[config.mk]
export PLATFORM = sky130hd
export DESIGN_NAME = pueseg_regs
export DESIGN_NICKNAME = d
export VERILOG_FILES = /design/src/hw/pueseg_pkg.sv /design/src/hw/pueseg_regs.sv /design/src/hw/pueseg_seg_walker.sv
export VERILOG_INCLUDE_DIRS = /design/src /design/src/hw
export SDC_FILE = /design/constraint.sdc
export NUM_CORES = 1
export LEC_CHECK = 0
export BUFFER_PORTS_ARGS = -buffer_cell sky130_fd_sc_hd__buf_2
export CORE_MARGIN = 4
export CORE_UTILIZATION = 35
export DETAILED_ROUTE_END_ITERATION = 6
export SLEW_MARGIN = 0
export SYNTH_ARGS = -nofsm -noshare
export SYNTH_HDL_FRONTEND = slang
export SYNTH_HIERARCHICAL = 1
export SYNTH_SLANG_ARGS = --single-unit
[constraint.sdc]
create_clock -name clk_sys_i -period 4.85 [get_ports clk_sys_i]
set_input_delay 0 -clock clk_sys_i [delete_from_list [all_inputs] [get_ports clk_sys_i]]
set_output_delay 0 -clock clk_sys_i [all_outputs]
set_load 0.03 [all_outputs]
[src/hw/pueseg_cfg.svh]
// constants for the power-down, update and store-segment register slice
// assumes a serial-port front end that turns host frames into byte strobes
// ----------------------------------------------------------------
// Overview of operation
// (RULE1) power-down bits: 2 cleanup loop, 1 synthesis loop, 0 distribution; reset 1
// (RULE2) writing 1 to update bit 0 copies buffered values into active registers
// (RULE3) the copy happens on the first serial clock rising edge after setting
// (RULE4) update bit clears itself after the copy; host never writes 0
// (RULE5) twenty-three byte segment registers hold range start addresses and byte counts
// (RULE6) store walker moves only the listed ranges, each with its own length
// (RULE7) table opcodes: apply-update triggers the copy, end-of-data stops the walk
// (RULE8) reset table covers every register range and ends with apply-update
// (RULE9) the copy updates all active registers on one clock edge
// ----------------------------------------------------------------
`ifndef PUESEG_CFG_SVH
`define PUESEG_CFG_SVH

// ----------------------------------------------------------------
// register offsets
// ----------------------------------------------------------------
`define PUESEG_OFS_POWER_DOWN 12'h233
`define PUESEG_OFS_UPDATE 12'h234
`define PUESEG_OFS_SEG_FIRST 12'ha00
`define PUESEG_OFS_SEG_LAST 12'ha16

// ----------------------------------------------------------------
// fields and reset values
// ----------------------------------------------------------------
`define PUESEG_PD_CLEANUP_BIT 2
`define PUESEG_PD_SYNTH_BIT 1
`define PUESEG_PD_DIST_BIT 0
`define PUESEG_PD_WIDTH 3
`define PUESEG_PD_RESET 3'h7
`define PUESEG_UPDATE_BIT 0
`define PUESEG_SEG_COUNT 23

// ----------------------------------------------------------------
// segment entry encoding
// ----------------------------------------------------------------
// byte 0: bit 7 clear = range, bits 6:0 = byte count minus one
// bytes 1 and 2: start address high nibble then low byte
`define PUESEG_OP_APPLY 8'h80
`define PUESEG_OP_END 8'hff
`define PUESEG_OP_FLAG_BIT 7
// entry 0 in the low byte
`define PUESEG_SEG_DEFAULT 184'hffffffffffffff8000023480017f00017f80007f00007f

`endif

[src/hw/pueseg_pkg.sv]
// shared types for the power-down, update and store-segment slice
// assumes pueseg_cfg.svh holds the numeric constants
package pueseg_pkg;
  typedef logic [7:0] pueseg_byte_t;
  typedef logic [11:0] pueseg_addr_t;
  typedef enum logic [2:0] {
    WALK_IDLE,
    WALK_HEAD,
    WALK_ADDR_HI,
    WALK_ADDR_LO,
    WALK_MOVE
  } pueseg_walk_e;
endpackage : pueseg_pkg

[src/hw/pueseg_regs.sv]
// power-down, update trigger and store-segment registers
// assumes the serial port delivers decoded byte strobes synchronous to clk_sys_i
// and flags each serial clock rising edge on sclk_rise_i
`timescale 1ns/1ps
`include "pueseg_cfg.svh"
module pueseg_regs
  import pueseg_pkg::*;
#(
  parameter int SEG_COUNT = `PUESEG_SEG_COUNT
) (
  input wire logic clk_sys_i,
  input wire logic rst_n_i,
  input wire logic sclk_rise_i,
  input wire logic reg_wr_i,
  input wire logic reg_rd_i,
  input wire pueseg_addr_t reg_addr_i,
  input wire pueseg_byte_t reg_wdata_i,
  output pueseg_byte_t reg_rdata_o,
  output logic reg_rvalid_o,
  input wire logic walk_start_i,
  output logic walk_busy_o,
  output logic walk_done_o,
  output logic xfer_valid_o,
  output pueseg_addr_t xfer_addr_o,
  input wire logic xfer_ready_i,
  output logic update_pending_o,
  output logic update_apply_o,
  output logic pd_input_cleanup_loop_o,
  output logic pd_synthesis_loop_o,
  output logic pd_distribution_o
);
  localparam int IW = $clog2(SEG_COUNT);
  localparam int SEG_SPAN = `PUESEG_OFS_SEG_LAST - `PUESEG_OFS_SEG_FIRST + 1;

  // the default list and the address decode only serve the full span
  if (SEG_COUNT != SEG_SPAN) begin : g_bad_span
    $error("segment count does not match the segment address span");
  end

  // ----------------------------------------------------------------
  // address decode
  // ----------------------------------------------------------------
  logic hit_pd;
  logic hit_update;
  logic hit_seg;
  pueseg_addr_t seg_offset;
  logic [IW-1:0] host_idx;

  assign hit_pd = (reg_addr_i == `PUESEG_OFS_POWER_DOWN);
  assign hit_update = (reg_addr_i == `PUESEG_OFS_UPDATE);
  assign hit_seg = (reg_addr_i >= `PUESEG_OFS_SEG_FIRST) &&
                   (reg_addr_i <= `PUESEG_OFS_SEG_LAST);
  assign seg_offset = reg_addr_i - `PUESEG_OFS_SEG_FIRST;
  assign host_idx = seg_offset[IW-1:0];

  // ----------------------------------------------------------------
  // power-down, buffered and active copies
  // ----------------------------------------------------------------
  logic [`PUESEG_PD_WIDTH-1:0] pd_buf_r;
  logic [`PUESEG_PD_WIDTH-1:0] pd_act_r;
  logic update_pend_r;
  logic walk_apply;
  logic copy_now;

  // (RULE1) buffered power-down bits
  always_ff @(posedge clk_sys_i) begin
    if (!rst_n_i) begin
      pd_buf_r <= `PUESEG_PD_RESET;
    end else if (reg_wr_i && hit_pd) begin
      pd_buf_r <= reg_wdata_i[`PUESEG_PD_WIDTH-1:0];
    end
  end

  // (RULE3) copy on serial edge
  // the apply opcode copies at once since the serial clock may be idle then
  assign copy_now = (update_pend_r && sclk_rise_i) || walk_apply;
  assign update_apply_o = copy_now;

  // (RULE9) one-edge active copy
  // any other active bank must load on update_apply_o in this same edge
  always_ff @(posedge clk_sys_i) begin
    if (!rst_n_i) begin
      pd_act_r <= `PUESEG_PD_RESET;
    end else if (copy_now) begin
      pd_act_r <= pd_buf_r;
    end
  end

  assign pd_input_cleanup_loop_o = pd_act_r[`PUESEG_PD_CLEANUP_BIT];
  assign pd_synthesis_loop_o = pd_act_r[`PUESEG_PD_SYNTH_BIT];
  assign pd_distribution_o = pd_act_r[`PUESEG_PD_DIST_BIT];

  // ----------------------------------------------------------------
  // update trigger
  // ----------------------------------------------------------------
  logic update_set;
  assign update_set = reg_wr_i && hit_update && reg_wdata_i[`PUESEG_UPDATE_BIT];

  // (RULE2) request the copy
  // (RULE4) self-clearing, a new set wins
  always_ff @(posedge clk_sys_i) begin
    if (!rst_n_i) begin
      update_pend_r <= 1'b0;
    end else if (update_set) begin
      update_pend_r <= 1'b1;
    end else if (copy_now) begin
      update_pend_r <= 1'b0;
    end
  end

  assign update_pending_o = update_pend_r;

  // ----------------------------------------------------------------
  // segment table
  // ----------------------------------------------------------------
  localparam logic [8*`PUESEG_SEG_COUNT-1:0] SEG_INIT = `PUESEG_SEG_DEFAULT;
  pueseg_byte_t seg_r [SEG_COUNT];
  logic [IW-1:0] walk_idx;
  pueseg_byte_t walk_byte;

  // (RULE5) table storage
  // (RULE8) full-coverage reset list
  // host writes are dropped mid-walk so the list cannot change under the walker
  always_ff @(posedge clk_sys_i) begin
    if (!rst_n_i) begin
      for (int i = 0; i < SEG_COUNT; i++) begin
        seg_r[i] <= SEG_INIT[8*i +: 8];
      end
    end else if (reg_wr_i && hit_seg && !walk_busy_o) begin
      seg_r[host_idx] <= reg_wdata_i;
    end
  end

  // indices past the table read as the end opcode, never as unknowns
  always_comb begin
    walk_byte = `PUESEG_OP_END;
    if (int'(walk_idx) < SEG_COUNT) begin
      walk_byte = seg_r[walk_idx];
    end
  end

  // ----------------------------------------------------------------
  // store walker
  // ----------------------------------------------------------------
  pueseg_seg_walker #(
    .SEG_COUNT(SEG_COUNT)
  ) u_walker (
    .clk_sys_i(clk_sys_i),
    .rst_n_i(rst_n_i),
    .start_i(walk_start_i),
    .seg_byte_i(walk_byte),
    .seg_index_o(walk_idx),
    .xfer_valid_o(xfer_valid_o),
    .xfer_addr_o(xfer_addr_o),
    .xfer_ready_i(xfer_ready_i),
    .apply_o(walk_apply),
    .busy_o(walk_busy_o),
    .done_o(walk_done_o)
  );

  // ----------------------------------------------------------------
  // read port
  // ----------------------------------------------------------------
  pueseg_byte_t rdata_nxt;

  // reserved and unmapped bits read as zero
  always_comb begin
    rdata_nxt = 8'h00;
    if (hit_pd) begin
      rdata_nxt[`PUESEG_PD_WIDTH-1:0] = pd_buf_r;
    end else if (hit_update) begin
      rdata_nxt[`PUESEG_UPDATE_BIT] = update_pend_r;
    end else if (hit_seg) begin
      rdata_nxt = seg_r[host_idx];
    end
  end

  // read answer strobe, one cycle after the request
  always_ff @(posedge clk_sys_i) begin
    if (!rst_n_i) begin
      reg_rvalid_o <= 1'b0;
    end else begin
      reg_rvalid_o <= reg_rd_i;
    end
  end

  // read data holds until the next read so a slow host can still take it
  always_ff @(posedge clk_sys_i) begin
    if (!rst_n_i) begin
      reg_rdata_o <= 8'h00;
    end else if (reg_rd_i) begin
      reg_rdata_o <= rdata_nxt;
    end
  end
endmodule : pueseg_regs

[src/hw/pueseg_seg_walker.sv]
// segment table walker for the nonvolatile-store transfer engine
// assumes the table byte at seg_index_o is presented combinationally
`timescale 1ns/1ps
`include "pueseg_cfg.svh"
module pueseg_seg_walker
  import pueseg_pkg::*;
#(
  parameter int SEG_COUNT = `PUESEG_SEG_COUNT
) (
  input wire logic clk_sys_i,
  input wire logic rst_n_i,
  input wire logic start_i,
  input wire pueseg_byte_t seg_byte_i,
  output logic [$clog2(SEG_COUNT)-1:0] seg_index_o,
  output logic xfer_valid_o,
  output pueseg_addr_t xfer_addr_o,
  input wire logic xfer_ready_i,
  output logic apply_o,
  output logic busy_o,
  output logic done_o
);
  localparam int IW = $clog2(SEG_COUNT);
  localparam logic [IW-1:0] LAST_IDX = IW'(SEG_COUNT - 1);

  // refuse tables too short for one range or too long for an 8-bit index
  if (SEG_COUNT < 3 || SEG_COUNT > 256) begin : g_bad_count
    $error("segment count out of range");
  end

  pueseg_walk_e state_r;
  logic [6:0] count_r;
  logic last_byte;

  assign last_byte = (seg_index_o == LAST_IDX);
  assign busy_o = (state_r != WALK_IDLE);
  assign xfer_valid_o = (state_r == WALK_MOVE);

  // ----------------------------------------------------------------
  // walk sequencing
  // ----------------------------------------------------------------
  always_ff @(posedge clk_sys_i) begin
    if (!rst_n_i) begin
      state_r <= WALK_IDLE;
      seg_index_o <= '0;
      count_r <= '0;
      xfer_addr_o <= '0;
      apply_o <= 1'b0;
      done_o <= 1'b0;
    end else begin
      apply_o <= 1'b0;
      done_o <= 1'b0;
      unique case (state_r)
        WALK_IDLE: begin
          seg_index_o <= '0;
          if (start_i) begin
            state_r <= WALK_HEAD;
          end
        end
        WALK_HEAD: begin
          // (RULE7) opcodes in table
          if (seg_byte_i == `PUESEG_OP_APPLY) begin
            apply_o <= 1'b1;
            if (last_byte) begin
              state_r <= WALK_IDLE;
              done_o <= 1'b1;
            end else begin
              seg_index_o <= seg_index_o + 1'b1;
            end
          end else if (seg_byte_i[`PUESEG_OP_FLAG_BIT] || last_byte) begin
            // a range header in the final slot has no address; ends the list
            state_r <= WALK_IDLE;
            done_o <= 1'b1;
          end else begin
            count_r <= seg_byte_i[6:0];
            seg_index_o <= seg_index_o + 1'b1;
            state_r <= WALK_ADDR_HI;
          end
        end
        WALK_ADDR_HI: begin
          xfer_addr_o[11:8] <= seg_byte_i[3:0];
          if (last_byte) begin
            state_r <= WALK_IDLE;
            done_o <= 1'b1;
          end else begin
            seg_index_o <= seg_index_o + 1'b1;
            state_r <= WALK_ADDR_LO;
          end
        end
        WALK_ADDR_LO: begin
          xfer_addr_o[7:0] <= seg_byte_i;
          state_r <= WALK_MOVE;
        end
        WALK_MOVE: begin
          // (RULE6) only listed range moved
          if (xfer_ready_i) begin
            xfer_addr_o <= xfer_addr_o + 12'h001;
            count_r <= count_r - 7'h01;
            if (count_r == 7'h00) begin
              if (last_byte) begin
                state_r <= WALK_IDLE;
                done_o <= 1'b1;
              end else begin
                seg_index_o <= seg_index_o + 1'b1;
                state_r <= WALK_HEAD;
              end
            end
          end
        end
      endcase
    end
  end
endmodule : pueseg_seg_walker

==> metrics.sh <==
SETUP_REPAIR_AFTER_GLOBAL_ROUTING_MISSED_ITS_MARGIN='no'
WORST_MAX_SLEW_MARGIN_EXPRESSED_RELATIVE_TO_THE_LIMIT=0.225
P_PER_AREA_mW_PER_MM2=335
CRITICAL_PATH.CELL_CHAIN='mux4_2 > nor2b_1 > a2111oi_0 > nor3_1 > or4b_4 > or2_2 > a211oi_1 > o21ai_0 > a21oi_1'
DRTPASS1ITERATIONS=5
CTS_MAX_PATH_BUFFERS=3
CP-END-KIND='flip-flop'
WORST-ENDPOINT-REQUIRED_NS=5.30
REPORT.FINAL.HOLD_VIOL_COUNT=0
CLK-INSERTION-DELAY-LATE_NS=0.56
SYNTH_TOP_CELL_AREA_SHARE=0.445
AREA.SEQUENTIAL_SQ_MM=0.00667
SYNTH.YOSYS.SEQ_AREA_SHARE=0.515
ASYNCSETRESETFLOPFRACSYNTH=0
MAX_CLOCK_FREQ_MHz=226
AVGROUTEDWIREPERCELL_UM=24.6
POST_CTS.REPAIR.SETUP_BUFFERS=0
STARTING_UTILIZATION_OF_THE_CORE_AREA=0.355
WORST-SETUP-PATH-TYPE='reg -> reg'
DIODES=0
TIMING.SETUP.TNS_NS=0
SYNTH.CELLS.MOST_FREQUENT='edfxtp_1 (192), or3_1 (90), mux4_2 (88)'
CRIT_PATH_START_KIND='flip-flop'
DPL.HPWL_UM=26500
YS_DOMINANT_REG_CELL='edfxtp_1'
WORSTPATHARRIVAL_NS=4.88
TOTAL_LEAKAGE_POWER_nW=4.60
VIAS_IN_THE_FIRST_GLOBAL_ROUTE=9269
ROUTABILITYCONGESTION=0.892
ROUTE.VIAS.TOTAL=9430
REPORT.FINAL.SETUP_VIOL=0
FIRST_PASS_GRT_WIRE_LENGTH_UM=58500
DRT_DRC_VIOLATIONS_LEFT=0
SYNTH_ENABLE_FLOP_CELLS=192
ROOT_BUFFER='clkbuf_16'
OUTCOME='completed'
LAYOUT_WORST_PATH_CYCLE_SHARE=0.914
NFILLCELLS=3416
DIEHEIGHT_UM=200
IO_PINS=56
DETAIL_ROUTE.WIRELENGTH_UM=38800
CRIT_FAMILY='compound AO/OA/AOI/OAI gates'
DPL_CELL_AREA_SQ_MM=0.0137
IR_DROP_V=0.000235
SYN_AREA_SQ_MM=0.0130
DRV_SLEW=0
HP-CLASS='in -> reg'
GRT_OVERFLOW=0
GRT_START_MAX_NET_PINS=44
YOSYSWARNINGCOUNT=6
DIE_W_UM=200
FINAL_CELL_AREA_SQ_MM=0.0146
FINISH.NET_COUNT=1121
CRIT_PATH_TOP_DELAY_CELL='a2111oi_0'
CTS_BUFFERS=27
CTS.REPORTEDPATHS.CLKPINSLEW_NS=0.06
MOST_USED_STANDARD_CELL_BY_INSTANCE_COUNT_AFTER_SYNTHESIS='edfxtp_1'
FLOORPLAN.DIE_AREA_SQ_MM=0.0401
DRV_CAP=0
SYNTH-SEQ-CELLS=237
CTS.SINKS=237
CRITPATHMAXSTAGEDELAY_NS=0.92
LAYOUT-AREA-OVERHEAD-VS-SYNTH_PCT=12.6
SYN_AVG_CELL_AREA_SQ_UM=12.3
CORE_AREA_SQ_MM=0.0365
SYNTH_CELL_TYPES=72
CRIT_FANOUT=32
POST_DRT_VIA_CELL_RATIO=5.99
NUMBER_OF_INSTANCES_IN_THE_SYNTHESIZED_NETLIST=1051
SYNTH.AREA.TOP_CELLS='edfxtp_1 (45%), mux4_2 (15%), dfxtp_1 (7.0%)'
TOTAL_AREA_OF_MULTI_INPUT_COMBINATIONAL_CELLS_SQ_MM=0.00580
FINALCLOCKSKEW_NS=0.0229
HTREE_LEVELS=1
SYNTH_TOP_AREA_CELL='edfxtp_1'
PLACEMENT_ROWS=70
CTS_TREE='built'
CP.BUFFERS_INVERTERS=0
DETAIL_ROUTE.ITER0.VIOLATIONS=967
GRT_UTIL_ALL_LAYERS=0.188
TIMING_WORST_SLEW_PIN_VALUE_NS=1.15
LAYOUT-DRIVE-GT1-SHARE=0.221
PERIOD_NEEDED_NS=4.43
DRT.ANTENNA.VIOLATING_NETS=0
GRT_ANTENNA_BEFORE_REPAIR=0
NUMPORTBUFFERS=55
-- logic make-up after synthesis --
kind of cell / count (synthesis) / synth area share
and+or+nand+nor: 402 / 0.174
DFF: 237 / 0.515
AOI/OAI and AO/OA: 173 / 0.0897
muxes: 118 / 0.177
buffers and inverters: 114 / 0.0392
adders and majority gates: 5 / 0.00483
other: 1 / 0.000290
xor gates and xnor gates: 1 / 0.000676
-- metal layers --
layer / global-route usage / up-vias / part of all wire
met1: 0.264 / 4746 / 0.42
met5: 0 / - / 0
li1: - / 4134 / -
met2: 0.296 / 472 / 0.46
met4: 0.0602 / 0 / 0.033
met3: 0.0353 / 78 / 0.087
-- flip-flops by register name, summed over array words and instances (netlist names) --
| name | count |
|---|---|
| pd_act_r | 3 |
| u_walker/done_o | 1 |
| update_pending_o | 1 |
| seg_r | 192 |
| u_walker/count_r | 7 |
| reg_rdata_o | 8 |
| u_walker/seg_index_o | 5 |
| u_walker/state_r | 3 |
| u_walker/apply_o | 1 |
| pd_buf_r | 3 |
| u_walker/xfer_addr_o | 12 |
| reg_rvalid_o | 1 |
-- area by class of cell --
cell class | count | area share
sequential | 237 | 0.457
clock inverter | 19 | 0.0107
tap | 468 | 0.0401
inverter | 18 | 0.00463
clock buffer | 28 | 0.0466
timing repair buffer | 98 | 0.0427
multi-input combinational | 707 | 0.398
-- power breakdown --
group	leakage, nW	switching (mW)	internal (mW)
Clock	0.405	0.848	1.12
Sequential	2.02	0.0727	2.25
Combinational	2.17	0.353	0.245
-- path summary, 6_finish.rpt --
check / from / to / cells past startpoint / slack, ns
hold reg to reg: u_walker/count_r[6] / u_walker/count_r[6] / 2 / 0.48
hold / removal: reg_wdata_i[3] / seg_r[23][3] / 1 / 0.03
setup / recovery: u_walker/seg_index_o[0] / u_walker/seg_index_o[0] / 9 / 0.42
setup reg to reg: u_walker/seg_index_o[0] / u_walker/seg_index_o[0] / 9 / 0.42
-- cell usage in the layout, fill, tap and decap left out, drive strengths merged, types with 6 or more instances in the layout --
cell	count
a2111oi	8
a211oi	16
a21oi	37
a31oi	6
and2	87
buf	89
clkbuf	28
clkinv	12
conb	8
dfxtp	45
dlygate4sd3	9
edfxtp	192
inv	20
mux2i	25
mux4	88
nand2	52
nand2b	10
nand3	20
nor2	58
nor2b	13
nor3	33
o21ai	47
o22ai	13
or3	90
-- what timing repair did --
item,4_1_cts,5_1_grt
hold endpoints to repair,25,0
resized for setup,0,0
setup endpoints to repair,0,0
hold buffers,9,0
-- stage by stage --
stage          hold slack, ns  power, mW  utilization  worst slack, ns  std cells
5_1_grt                0.0274       5.05        0.399            0.231       1575
3_3_place_gp            0.360       2.95        0.374            0.635       1519
4_1_cts               0.00432       4.91        0.399            0.579       1575
6_report               0.0265       4.88        0.399            0.416       1575
2_1_floorplan          0.0989       2.76            -             1.46       1058
3_5_place_dp            0.369       2.95        0.374            0.609       1519
(Power assumes the default switching activity.)
